`src/core/cbt_pkg.sv`:
```
// Shared constants for the CAN bit-timing configuration block
package cbt_pkg;
  // Clock rates: bus clock of this block and the timing reference clock
  localparam int unsigned SYS_CLK_HZ    = 100_000_000;
  localparam int unsigned REF_CLK_HZ    = 16_000_000;
  localparam logic [26:0] ACC_SYS       = 27'(SYS_CLK_HZ);
  localparam logic [26:0] ACC_REF       = 27'(REF_CLK_HZ);

  // Register byte offsets
  localparam logic [3:0]  OFS_PRESCALE  = 4'h0;
  localparam logic [3:0]  OFS_SEGMENTS  = 4'h4;
  localparam logic [3:0]  OFS_CTRL      = 4'h8;
  localparam logic [3:0]  OFS_STATUS    = 4'hc;

  // Field positions in the two timing bytes
  localparam int          PRE_JUMP_MSB  = 7;
  localparam int          PRE_JUMP_LSB  = 6;
  localparam int          PRE_QDIV_MSB  = 5;
  localparam int          SEG_VOTE_BIT  = 7;
  localparam int          SEG_TS2_MSB   = 6;
  localparam int          SEG_TS2_LSB   = 4;
  localparam int          SEG_TS1_MSB   = 3;

  // Control and status fields
  localparam int          CTRL_INIT_BIT = 0;
  localparam int          CTRL_STOP_BIT = 1;
  localparam int          STAT_RUN_BIT  = 0;
  localparam int          STAT_BIT_BIT  = 1;
  localparam int          STAT_ERR_MSB  = 15;
  localparam int          STAT_ERR_LSB  = 8;

  // Reset values and codes
  localparam logic [7:0]  PRESCALE_RST  = 8'h00;
  localparam logic [7:0]  SEGMENTS_RST  = 8'h00;
  localparam logic [7:0]  ERR_NONE      = 8'h00;
  localparam logic [7:0]  BAD_RATE_CODE = 8'h47;

  // Accepted timing byte pairs, first byte in the upper half
  localparam int          NUM_RATES     = 9;
  localparam logic [15:0] RATE_TABLE [NUM_RATES] = '{
    16'h672f, 16'h532f, 16'h472f, 16'h432f, 16'h031c,
    16'h011c, 16'h001c, 16'h0016, 16'h0014
  };
endpackage : cbt_pkg

```
`src/core/cbt_bit_timer.sv`:
```
// Bit segment sequencer with resynchronisation and sampling
//
// Added by the designer: the Avalon-MM slave port and the register addresses.
`timescale 1ns/1ps
module cbt_bit_timer (
  input  wire logic       sys_clk_i,
  input  wire logic       rst_i,
  input  wire logic       ce_i,
  input  wire logic       run_i,
  input  wire logic       tq_tick_i,
  input  wire logic [3:0] ts1_i,
  input  wire logic [2:0] ts2_i,
  input  wire logic [1:0] resync_jump_width_i,
  input  wire logic       triple_i,
  input  wire logic       rx_i,
  output logic            bit_start_o,
  output logic            sample_o,
  output logic            bit_value_o
);
  typedef enum logic [2:0] {
    ph_sync = 3'b001,
    ph_seg1 = 3'b010,
    ph_seg2 = 3'b100
  } cbt_phase_e;

  typedef struct packed {
    cbt_phase_e phase;
    logic [4:0] q;
    logic [4:0] len;
    logic [2:0] hist;
    logic       rx_prev;
    logic       resynced;
    logic       start_p;
    logic       sample_p;
    logic       bit_val;
  } cbt_bt_s;

  cbt_bt_s    s;
  cbt_bt_s    next_s;
  logic [4:0] jump;
  logic [4:0] pe;
  logic [4:0] len_v;
  logic [4:0] remain;
  logic [2:0] hist_v;
  logic       edge_f;
  logic [4:0] h_cnt;
  logic [4:0] h_last;

  function automatic logic majority(input logic [2:0] h);
    return (h[0] & h[1]) | (h[0] & h[2]) | (h[1] & h[2]);
  endfunction : majority

  always_comb begin
    jump   = {3'b000, resync_jump_width_i} + 5'h01;
    pe     = s.q + 5'h01;
    remain = s.len - s.q - 5'h01;
    hist_v = {s.hist[1:0], rx_i};
    edge_f = s.rx_prev & ~rx_i & ~s.resynced;
    len_v  = s.len;
    next_s = s;
    if (ce_i) begin
      next_s.start_p  = 1'b0;
      next_s.sample_p = 1'b0;
      if (!run_i) begin
        next_s.phase    = ph_sync;
        next_s.q        = 5'h00;
        next_s.resynced = 1'b0;
      end else if (tq_tick_i) begin
        next_s.rx_prev = rx_i;
        next_s.hist    = hist_v;
        case (s.phase)
          ph_sync: begin
            next_s.start_p  = 1'b1;
            next_s.phase    = ph_seg1;
            next_s.q        = 5'h00;
            next_s.len      = {1'b0, ts1_i} + 5'h01;
            next_s.resynced = s.rx_prev & ~rx_i;
          end
          ph_seg1: begin
            // Late edge: stretch by the phase error, no more than the jump
            if (edge_f) begin
              len_v           = s.len + ((pe < jump) ? pe : jump);
              next_s.len      = len_v;
              next_s.resynced = 1'b1;
            end
            if (pe >= len_v) begin
              next_s.sample_p = 1'b1;
              next_s.bit_val  = triple_i ? majority(hist_v) : rx_i;
              next_s.phase    = ph_seg2;
              next_s.q        = 5'h00;
              next_s.len      = {2'b00, ts2_i} + 5'h01;
            end else begin
              next_s.q = pe;
            end
          end
          ph_seg2: begin
            // Early edge: the next bit has begun, cut this one short
            if (edge_f && remain <= jump) begin
              next_s.start_p  = 1'b1;
              next_s.phase    = ph_seg1;
              next_s.q        = 5'h00;
              next_s.len      = {1'b0, ts1_i} + 5'h01;
              next_s.resynced = 1'b1;
            end else begin
              if (edge_f) begin
                len_v           = s.len - jump;
                next_s.len      = len_v;
                next_s.resynced = 1'b1;
              end
              if (pe >= len_v) begin
                next_s.phase = ph_sync;
                next_s.q     = 5'h00;
              end else begin
                next_s.q = pe;
              end
            end
          end
          default: begin
            next_s.phase = ph_sync;
            next_s.q     = 5'h00;
          end
        endcase
      end
    end
  end

  always_ff @(posedge sys_clk_i or posedge rst_i) begin
    if (rst_i) begin
      s         <= '0;
      s.phase   <= ph_sync;
      s.hist    <= 3'b111;
      s.rx_prev <= 1'b1;
    end else begin
      s <= next_s;
    end
  end

  assign bit_start_o = s.start_p;
  assign sample_o    = s.sample_p;
  assign bit_value_o = s.bit_val;

  // Quanta spent in the segment just left
  always_ff @(posedge sys_clk_i or posedge rst_i) begin
    if (rst_i) begin
      h_cnt  <= 5'h00;
      h_last <= 5'h00;
    end else if (ce_i && run_i && tq_tick_i) begin
      if (next_s.phase != s.phase || next_s.start_p) begin
        h_cnt  <= 5'h00;
        h_last <= h_cnt + 5'h01;
      end else begin
        h_cnt <= h_cnt + 5'h01;
      end
    end
  end

  property p_sync_one_tq;
    @(posedge sys_clk_i) disable iff (rst_i || !ce_i)
      run_i && tq_tick_i && s.phase == ph_sync |=> s.phase == ph_seg1 && s.start_p;
  endproperty
  a_sync_one_tq: assert property (p_sync_one_tq)
    else $error("sync segment did not last exactly one quantum");

  property p_seg1_len;
    @(posedge sys_clk_i) disable iff (rst_i || !ce_i)
      s.sample_p && run_i |-> h_last >= {1'b0, ts1_i} + 5'h01
        && h_last <= {1'b0, ts1_i} + {3'b000, resync_jump_width_i} + 5'h02;
  endproperty
  a_seg1_len: assert property (p_seg1_len)
    else $error("before-sample segment length out of range");

  property p_seg2_len;
    @(posedge sys_clk_i) disable iff (rst_i || !ce_i)
      // A restart also lands in sync; h_last then belongs to another segment
      run_i && $past(run_i) && $rose(s.phase == ph_sync)
        |-> h_last <= {2'b00, ts2_i} + 5'h01;
  endproperty
  a_seg2_len: assert property (p_seg2_len)
    else $error("after-sample segment longer than programmed");

  property p_vote;
    @(posedge sys_clk_i) disable iff (rst_i || !ce_i)
      s.sample_p |-> s.bit_val == (triple_i ? majority(s.hist) : s.hist[0]);
  endproperty
  a_vote: assert property (p_vote)
    else $error("sampled bit value does not match the vote");
endmodule : cbt_bit_timer

```
`src/core/cbt_quantum_gen.sv`:
```
// Time-quantum tick generator from a fractional 16 MHz reference
`timescale 1ns/1ps
module cbt_quantum_gen (
  input  wire logic       sys_clk_i,
  input  wire logic       rst_i,
  input  wire logic       ce_i,
  input  wire logic       run_i,
  input  wire logic [5:0] quantum_prescale_i,
  output logic            tq_tick_o
);
  typedef struct packed {
    logic [26:0] acc;
    logic [6:0]  rcnt;
    logic        tick;
  } cbt_qgen_s;

  cbt_qgen_s   s;
  cbt_qgen_s   next_s;
  logic [26:0] sum;
  logic        ref_tick;
  logic [6:0]  term;
  logic [7:0]  h_refs;

  // Reference edges average 16 MHz; jitter of one sys cycle is the price
  // of not needing a second clock.
  always_comb begin
    sum      = s.acc + cbt_pkg::ACC_REF;
    ref_tick = (sum >= cbt_pkg::ACC_SYS);
    term     = {quantum_prescale_i, 1'b1};
    next_s   = s;
    if (ce_i) begin
      next_s.tick = 1'b0;
      if (!run_i) begin
        next_s.acc  = 27'h000_0000;
        next_s.rcnt = 7'h00;
      end else begin
        next_s.acc = ref_tick ? (sum - cbt_pkg::ACC_SYS) : sum;
        if (ref_tick) begin
          if (s.rcnt == term) begin
            next_s.rcnt = 7'h00;
            next_s.tick = 1'b1;
          end else begin
            next_s.rcnt = s.rcnt + 7'h01;
          end
        end
      end
    end
  end

  always_ff @(posedge sys_clk_i or posedge rst_i) begin
    if (rst_i) begin
      s <= '0;
    end else begin
      s <= next_s;
    end
  end

  assign tq_tick_o = s.tick;

  // Reference edges since the previous quantum
  always_ff @(posedge sys_clk_i or posedge rst_i) begin
    if (rst_i) begin
      h_refs <= 8'h00;
    end else if (ce_i) begin
      if (!run_i || s.tick) begin
        h_refs <= {7'h00, run_i & ref_tick};
      end else if (ref_tick) begin
        h_refs <= h_refs + 8'h01;
      end
    end
  end

  property p_quantum_len;
    @(posedge sys_clk_i) disable iff (rst_i || !ce_i)
      s.tick && run_i |-> h_refs == ({1'b0, quantum_prescale_i, 1'b0} + 8'h02);
  endproperty
  a_quantum_len: assert property (p_quantum_len)
    else $error("quantum is not two reference periods times prescale plus one");
endmodule : cbt_quantum_gen

```
`src/core/cbt_top.sv`:
```
// CAN bit-timing configuration block with Avalon-MM register slave
`timescale 1ns/1ps
module cbt_top (
  input  wire logic        sys_clk_i,
  input  wire logic        rst_i,
  input  wire logic        ce_i,
  input  wire logic [3:0]  avs_address_i,
  input  wire logic        avs_read_i,
  input  wire logic        avs_write_i,
  input  wire logic [31:0] avs_writedata_i,
  input  wire logic [3:0]  avs_byteenable_i,
  output logic [31:0]      avs_readdata_o,
  output logic             avs_waitrequest_o,
  input  wire logic        can_rx_i,
  output logic             bit_start_o,
  output logic             sample_o,
  output logic             bit_value_o,
  output logic             running_o
);
  typedef struct packed {
    logic [7:0]  prescale;
    logic [7:0]  segments;
    logic [7:0]  act_pre;
    logic [7:0]  act_seg;
    logic        running;
    logic        restart;
    logic [7:0]  err_code;
    logic        waitreq;
    logic [31:0] rdata;
  } cbt_top_s;

  cbt_top_s    s;
  cbt_top_s    next_s;
  logic [31:0] rd_v;
  logic        take_wr;
  logic        wr_init;
  logic        wr_stop;
  logic        init_ok;
  logic        tq_tick;
  logic        core_run;

  function automatic logic rate_ok(input logic [15:0] pair);
    logic ok;
    ok = 1'b0;
    for (int i = 0; i < cbt_pkg::NUM_RATES; i++) begin
      if (cbt_pkg::RATE_TABLE[i] == pair) begin
        ok = 1'b1;
      end
    end
    return ok;
  endfunction : rate_ok

  // Write lands only on the edge where waitrequest is seen low
  assign take_wr = avs_write_i & ~s.waitreq & avs_byteenable_i[0];
  assign wr_init = take_wr && avs_address_i == cbt_pkg::OFS_CTRL
                   && avs_writedata_i[cbt_pkg::CTRL_INIT_BIT];
  assign wr_stop = take_wr && avs_address_i == cbt_pkg::OFS_CTRL
                   && avs_writedata_i[cbt_pkg::CTRL_STOP_BIT];
  assign init_ok = rate_ok({s.prescale, s.segments});

  always_comb begin
    rd_v = 32'h0000_0000;
    case (avs_address_i)
      cbt_pkg::OFS_PRESCALE: rd_v[7:0] = s.prescale;
      cbt_pkg::OFS_SEGMENTS: rd_v[7:0] = s.segments;
      cbt_pkg::OFS_STATUS: begin
        rd_v[cbt_pkg::STAT_RUN_BIT]                      = s.running;
        rd_v[cbt_pkg::STAT_BIT_BIT]                      = bit_value_o;
        rd_v[cbt_pkg::STAT_ERR_MSB:cbt_pkg::STAT_ERR_LSB] = s.err_code;
      end
      default: rd_v = 32'h0000_0000;
    endcase

    next_s = s;
    if (ce_i) begin
      next_s.waitreq = 1'b1;
      next_s.restart = 1'b0;
      // One wait cycle per access; read data is latched with the answer
      if ((avs_read_i || avs_write_i) && s.waitreq) begin
        next_s.waitreq = 1'b0;
        next_s.rdata   = avs_read_i ? rd_v : 32'h0000_0000;
      end
      if (take_wr) begin
        case (avs_address_i)
          cbt_pkg::OFS_PRESCALE: next_s.prescale = avs_writedata_i[7:0];
          cbt_pkg::OFS_SEGMENTS: next_s.segments = avs_writedata_i[7:0];
          default: ;
        endcase
      end
      // New timing only reaches the sequencer through a checked init
      if (wr_init) begin
        if (init_ok) begin
          next_s.act_pre  = s.prescale;
          next_s.act_seg  = s.segments;
          next_s.running  = 1'b1;
          next_s.restart  = 1'b1;
          next_s.err_code = cbt_pkg::ERR_NONE;
        end else begin
          next_s.running  = 1'b0;
          next_s.err_code = cbt_pkg::BAD_RATE_CODE;
        end
      end else if (wr_stop) begin
        next_s.running = 1'b0;
      end
    end
  end

  always_ff @(posedge sys_clk_i or posedge rst_i) begin
    if (rst_i) begin
      s          <= '0;
      s.prescale <= cbt_pkg::PRESCALE_RST;
      s.segments <= cbt_pkg::SEGMENTS_RST;
      s.err_code <= cbt_pkg::ERR_NONE;
      s.waitreq  <= 1'b1;
    end else begin
      s <= next_s;
    end
  end

  // Restart pulse realigns quanta and bit phase after a re-init
  assign core_run = s.running & ~s.restart;

  cbt_quantum_gen u_qgen (
    .sys_clk_i          (sys_clk_i),
    .rst_i              (rst_i),
    .ce_i               (ce_i),
    .run_i              (core_run),
    .quantum_prescale_i (s.act_pre[cbt_pkg::PRE_QDIV_MSB:0]),
    .tq_tick_o          (tq_tick)
  );

  cbt_bit_timer u_bits (
    .sys_clk_i           (sys_clk_i),
    .rst_i               (rst_i),
    .ce_i                (ce_i),
    .run_i               (core_run),
    .tq_tick_i           (tq_tick),
    .ts1_i               (s.act_seg[cbt_pkg::SEG_TS1_MSB:0]),
    .ts2_i               (s.act_seg[cbt_pkg::SEG_TS2_MSB:cbt_pkg::SEG_TS2_LSB]),
    .resync_jump_width_i (s.act_pre[cbt_pkg::PRE_JUMP_MSB:cbt_pkg::PRE_JUMP_LSB]),
    .triple_i            (s.act_seg[cbt_pkg::SEG_VOTE_BIT]),
    .rx_i                (can_rx_i),
    .bit_start_o         (bit_start_o),
    .sample_o            (sample_o),
    .bit_value_o         (bit_value_o)
  );

  assign avs_readdata_o    = s.rdata;
  assign avs_waitrequest_o = s.waitreq;
  assign running_o         = s.running;

  property p_wait_answer;
    @(posedge sys_clk_i) disable iff (rst_i || !ce_i)
      (avs_read_i || avs_write_i) && s.waitreq |=> !s.waitreq ##1 s.waitreq;
  endproperty
  a_wait_answer: assert property (p_wait_answer)
    else $error("bus access not answered after one wait cycle");

  property p_bad_rate;
    @(posedge sys_clk_i) disable iff (rst_i || !ce_i)
      wr_init && !init_ok |=> s.err_code == cbt_pkg::BAD_RATE_CODE && !s.running;
  endproperty
  a_bad_rate: assert property (p_bad_rate)
    else $error("invalid timing pair was not refused");

  property p_good_init;
    @(posedge sys_clk_i) disable iff (rst_i || !ce_i)
      wr_init && init_ok |=> s.running && s.act_pre == $past(s.prescale)
        && s.act_seg == $past(s.segments) && s.err_code == cbt_pkg::ERR_NONE;
  endproperty
  a_good_init: assert property (p_good_init)
    else $error("valid timing pair was not applied");

  property p_read_prescale;
    @(posedge sys_clk_i) disable iff (rst_i || !ce_i)
      avs_read_i && s.waitreq && avs_address_i == cbt_pkg::OFS_PRESCALE
        |=> s.rdata == {24'h00_0000, $past(s.prescale)};
  endproperty
  a_read_prescale: assert property (p_read_prescale)
    else $error("prescale byte readback wrong");

  property p_read_segments;
    @(posedge sys_clk_i) disable iff (rst_i || !ce_i)
      avs_read_i && s.waitreq && avs_address_i == cbt_pkg::OFS_SEGMENTS
        |=> s.rdata == {24'h00_0000, $past(s.segments)};
  endproperty
  a_read_segments: assert property (p_read_segments)
    else $error("segment byte readback wrong");
endmodule : cbt_top

```
`config.mk`:
```
export PLATFORM = sky130hd
export DESIGN_NAME = cbt_top
export DESIGN_NICKNAME = d
export VERILOG_FILES = /design/src/core/cbt_pkg.sv /design/src/core/cbt_bit_timer.sv /design/src/core/cbt_quantum_gen.sv /design/src/core/cbt_top.sv
export SDC_FILE = /design/constraint.sdc
export NUM_CORES = 1
export LEC_CHECK = 0
export BUFFER_PORTS_ARGS = -buffer_cell sky130_fd_sc_hd__buf_2
export CORE_ASPECT_RATIO = 1.1
export CORE_MARGIN = 10
export CORE_UTILIZATION = 49
export CTS_BUF_LIST = sky130_fd_sc_hd__clkbuf_8
export CTS_CLUSTER_DIAMETER = 120
export DETAILED_ROUTE_END_ITERATION = 8
export PLACE_DENSITY = 0.7
export REMOVE_ABC_BUFFERS = 1
export SETUP_SLACK_MARGIN = 0.05
export SLEW_MARGIN = 20
export SYNTH_ARGS = -nofsm -noshare
export SYNTH_HDL_FRONTEND = slang
export SYNTH_HIERARCHICAL = 1
export SYNTH_SLANG_ARGS = --single-unit
```
`constraint.sdc`:
```
create_clock -name sys_clk_i -period 6.3 [get_ports sys_clk_i]
set_input_delay 0.315 -clock sys_clk_i [delete_from_list [all_inputs] [get_ports sys_clk_i]]
set_output_delay 0.315 -clock sys_clk_i [all_outputs]
set_load 0.01 [all_outputs]
```
== Word level (Yosys, flattened, before mapping) ==
Cells that the tools add are included.
Operators by class
  reductions and logical operators: 22
  $mul: 0
  shift-type cells: 0
  $lt $le $gt $ge: 5
  mux-type cells: 57
  div/mod/pow operators: 0
  add/subtract/negate cells: 11
  bitwise gates (word level): 14
  eq/ne operators: 21
Operators by type and width (number)
  two-way mux 5 bit: 15
  equality test 15 x 16 -> 1 bit (first input constant): 4
  equality test 5 x 16 -> 1 bit (first input constant): 3
  two-way mux 34 bit: 1
  two-way mux 33 bit: 1
  adder 27 x 24 -> 27 bit (second input constant): 1
  greater-or-equal comparator 27 bit (second input constant): 1
  two-way mux 27 bit: 1
  subtractor 27 bit (second input constant): 1
  two-way mux 8 bit: 3
  one-hot mux 8 bit (3 select lines): 1
  two-way mux 21 bit: 1
  two-way mux 1 bit: 19
  equality test 10 x 16 -> 1 bit (first input constant): 1
  equality test 9 x 16 -> 1 bit (first input constant): 1
  two-way mux 16 bit: 1
  one-hot mux 5 bit (3 select lines): 1
  AND reduction 3 bit: 5
  two-way mux 7 bit: 2
  two-way mux 13 bit: 1
  one-hot mux 6 bit (2 select lines): 1
  greater-or-equal comparator 5 bit: 2
  AND reduction 2 bit: 5
  subtractor 5 bit: 2
  34 further kinds: 56
Word-level totals
  input port bits: 46
  memories: 0
  bits in read-only memories: 0
  bits in latches: 0
  bits in registers: 131
  memory bits (writable): 0
  logic and storage cells: 151

== Longest topological paths before layout ==
  depth in word-level cells: 15
  gate-level depth with buffers: 22
  depth with buffers taken out: 22

== Cells and area by module ==
The synthesis kept the hierarchy.
By module, submodules not included
  cbt_quantum_gen: area each 2303.5 µm², cells an instance 270, times used 1
  cbt_top: area each 2154.6 µm², cells an instance 176, times used 1
  cbt_bit_timer: area each 2070.7 µm², cells an instance 238, times used 1

== Worst setup path after synthesis ==
No wires, ideal clock.
  kind: flip-flop to flip-flop
  from: register u_bits/s[13] (netlist name)
  to: register u_bits/s[15] (netlist name)
  setup slack: 1.637 ns
  arrival time: 4.596 ns
  library setup time: 0.067 ns
  buffers on the path: 0
  data required time: 6.233 ns
  clock period less this slack: 4.663 ns
  cell stages (with the launch flop): 22
  path through: dfrtp_1 -> ha_1 -> nor2b_1 -> or2_2 -> ha_1 -> o21ai_0 -> or4b_1 -> a21oi_1 -> ha_1 -> inv_1 -> fa_1 -> nor2b_1 -> o21a_1 -> o21ai_0 -> xor2_1 -> ha_1 -> a21oi_1 -> o21ai_1 -> or3_1 -> o32ai_1 -> o21ai_0 -> nand2_1
Between the ends
  cells in the longest elaborated chain, start to end: 14
Ends and longest elaborated chain
  start, declared: line cbt_bit_timer.sv:38  | cbt_bt_s s;
  start signal, assigned: line cbt_bit_timer.sv:134  | s <= next_s;
  adder 5 x 1 -> 5 bit: line cbt_bit_timer.sv:55  | pe = s.q + 5'h01;
  less-than comparator 5 bit: line cbt_bit_timer.sv:82  | len_v = s.len + ((pe < jump) ? pe : jump);
  two-way mux 5 bit: line cbt_bit_timer.sv:82
  adder 5 bit: line cbt_bit_timer.sv:82
  two-way mux 5 bit: line cbt_bit_timer.sv:81  | if (edge_f) begin
  two-way mux 5 bit: line cbt_bit_timer.sv:71  | case (s.phase)
  two-way mux 5 bit: line cbt_bit_timer.sv:68  | end else if (tq_tick_i) begin
  two-way mux 5 bit: line cbt_bit_timer.sv:64  | if (!run_i) begin
  two-way mux 5 bit: line cbt_bit_timer.sv:61  | if (ce_i) begin
  greater-or-equal comparator 5 bit: line cbt_bit_timer.sv:86  | if (pe >= len_v) begin
  two-way mux 5 bit: line cbt_bit_timer.sv:86
  one-hot mux 8 bit (3 select lines) *: line cbt_bit_timer.sv:71
  two-way mux 21 bit *: line cbt_bit_timer.sv:68
  two-way mux 8 bit *: line cbt_bit_timer.sv:64
Every way passes the cells marked *; elsewhere a longest branch is shown, timed or not. The select of a mux whose other input is x is not followed.
A chain may end at the register's enable or synchronous reset.

== Worst setup path in the final report ==
Ends and elaborated chain as after synthesis.

==> out/metrics.yaml <==
antenna_left: 0
crit_path_start_kind: "register"
yosysWarningCount: 6
hold_violations: 0
ys_types: 91
dp.cells: 845
dp_hpwl_mm: 11.3
timing.final.ws_setup_ps: 766
outcome: "finished clean"
numCtsBuffers: 9
crit_top_cell: "ha_1"
synth_xor_area_share_pct: 6.02
grt_max_degree: 46
synth-simple-area-share_pct: 17.7
worstPathRequired_ps: 6610
postCtsSetupBuffers: 0
synth_edf_count: 0
io_pins: 83
netlist_area_um2: 6530
worstMarginPinSlew_ps: 1030
avgViaCountPerCell: 5.85
gr-total-overflow: 0
hold_path_class: "primary input to async pin"
die-height_um: 141
hold_buffers: 0
fp.dieArea_um2: 18300
track_usage_pct: 16.6
clock_sinks: 91
critPathMaxFanout: 8
cts_tree: "done"
rsz0062_at_grt: "false"
drive_gt1_share_pct: 17.2
min_period_ps: 5530
clk_latency_ps: 380
layout-area-overhead-vs-synth_pct: 3.83
place_congestion: 0.892
core_area_um2: 13100
fin_crit_sh_pct: 87.8
rows: 44
drc: 0
die_width_um: 130
start_util_pct: 49.8
drv_cap: 0
setup_viol: 0
arrival_ps: 5850
yosysMostFrequentCell: "dfrtp_1"
fmax_mhz: 181
top_usage_layer: "met2"
grt_pass1_wl_mm: 25.1
synth_seq_cells: 91
slowest_delay_ps: 540
fin_skew_ps: 10.6
drt_pass1_iterations: 4
crit_chain: "ha_1 -> nor2b_1 -> or2_2 -> ha_1 -> o21ai_0 -> or4b_1 -> a21oi_1 -> ha_1 -> inv_1 -> fa_1 -> xnor2_1 -> a21oi_1 -> ha_1 -> a21o_1 -> a31oi_1 -> o21ai_1 -> or3_1 -> o32ai_1 -> o21ai_0 -> nand2_1"
yosysSeqAreaShare_pct: 35.0
numPortBuffers: 35
clk_path_buf_depth: 2
htreeDepth: 3
peakVddDrop_mv: 0.126
muxShareOfSynthArea_pct: 7.45
p_per_area_nw_per_um2: 153
relSlewSlack_pct: 31.2
cts-root-buf: "clkbuf_8"
slowest_stage: "or4b_1"
post_cts_resized: 0
final_cells: 860
grt_use_met1_pct: 20.3
yosys_most_used_dff: "dfrtp_1"
crit_path_end_kind: "register"
fin_setup_tns_ps: 0
pre_cts_ws_ps: 842
first_global_vias: 5074
avgSynthCellArea_um2: 9.54
antenna_found_initial: 0
synth_compound_area_share_pct: 17.7
synth.area.top_cells: "dfrtp_1, ha_1, mux2_2"
slew_violations: 0
p_leak_nw: 3.13
synth_async_sr_flop_share_pct: 100
path_clk_slew_ps: 90
yosysTopAreaCellShare_pct: 33.3
routed_wl_mm: 14.9
synth_fa_ha_area_share_pct: 7.44
drtIter0Drc: 276
fin_nets: 778
use_met2_pct: 28.2
ys_top_cells_by_count: "dfrtp_1, o21ai_0, inv_1"
synthCells: 684
vias: 5027
fill_cells: 1197
path_class: "register to register"
use_met3_pct: 2.21
synth_area_leader_cell: "dfrtp_1"
post_drt_wl_per_cell_um: 17.3
diodes: 0
synth_top_family_by_area: "simple AND/OR/NAND/NOR gates"
## layout make-up
class	instances	area (um^2)	share of cell area (%)
inverter	45	169	2.49
tap	161	201	2.97
clock inverter	6	43.8	0.646
multi-input combinational	510	3760	55.5
timing repair buffer	38	198	2.92
clock buffer	9	124	1.83
sequential	91	2280	33.7
## worst max-delay path, delay by kind of cell, from the launching register on
family | cells | cell delay, ps
AOI/OAI and AO/OA | 8 | 1730
adders and majority gates | 5 | 1420
xor gates and xnor gates | 1 | 150
and+or+nand+nor | 5 | 1620
DFF | 1 | 490
buffers and inverters | 1 | 60
## metrics by stage
stage	utilization (%)	power (W)	cell area (um^2)	hold WS (ps)
5_1_grt	51.7	0.00108	6780	116
2_1_floorplan	-	0.000657	6210	264
3_5_place_dp	50.4	0.000688	6610	468
6_report	51.7	0.00104	6780	76.9
3_3_place_gp	50.4	0.000685	6610	463
4_1_cts	51.7	0.00105	6770	97.0
## layout by cell type, fill, tap and decap left out, types with 6 or more instances in the layout
master | synthesis | final
xor2_1 | 16 | 16
a22o_1 | 18 | 18
o21a_1 | 6 | 6
clkbuf_8 | 0 | 9
nand2_1 | 42 | 42
and3_1 | 8 | 8
mux2i_1 | 13 | 13
a21oi_1 | 29 | 29
nor2_1 | 28 | 28
xnor2_1 | 27 | 27
o221ai_1 | 7 | 7
nor2b_1 | 11 | 11
mux2_2 | 29 | 29
o21ai_0 | 48 | 48
nor3_1 | 11 | 11
a21o_1 | 7 | 7
ha_1 | 34 | 34
a31oi_1 | 6 | 6
nand4_1 | 7 | 7
inv_1 | 45 | 44
buf_2 | 5 | 35
conb_1 | 2 | 21
nand3_1 | 26 | 26
nand2b_1 | 12 | 12
dfrtp_1 | 87 | 87
## kinds of logic after synthesis
family	Yosys count
compound gates	165
xor+xnor	44
fa+ha+maj	37
buf+inv	102
flops	91
mux	44
other cells	2
simple gates	199
## layer usage
| metal | part of all wire [%] | vias up |
|---|---|---|
| met2 | 51 | 98 |
| met5 | 0 | - |
| li1 | - | 2429 |
| met4 | 2.2 | 0 |
| met3 | 2.9 | 23 |
| met1 | 44 | 2477 |
## where the power goes
part           leakage [nW]  total [W]  switching [W]  internal (W)
Sequential             1.24   0.000608      0.0000132      0.000595
Combinational          1.81  0.0000682      0.0000447     0.0000235
Clock                0.0844   0.000362       0.000219      0.000142
## sequential cells by signal (all words and copies together) (netlist names)
name,count
s,34
u_qgen/s,26
u_bits/s,14
avs_readdata_o,9
u_bits/hist_v,2
avs_waitrequest_o,1
running_o,1
u_bits/bit_start_o,1
u_bits/bit_value_o,1
u_bits/sample_o,1
u_qgen/tq_tick_o,1
## path summary, 6_finish.rpt
check / startpoint / to / slack, ps / depth (start not counted)
worst max-delay path: u_bits/s[13]$_DFFE_PP0P_ / u_bits/s[15]$_DFFE_PP0P_ / 770 / 20
worst min-delay path: rst_i / u_qgen/tq_tick_o$_DFFE_PP0P_ / 80 / 2
worst max register to register: u_bits/s[13]$_DFFE_PP0P_ / u_bits/s[15]$_DFFE_PP0P_ / 770 / 20
worst min register to register: avs_readdata_o[5]$_DFFE_PP0P_ / avs_readdata_o[5]$_DFFE_PP0P_ / 490 / 2
max in group asynchronous: rst_i / u_bits/s[9]$_DFFE_PP0P_ / 5690 / 2
min in group sys_clk_i: avs_writedata_i[2] / s[61]$_DFFE_PP0P_ / 180 / 2
(Power assumes the default switching activity.)
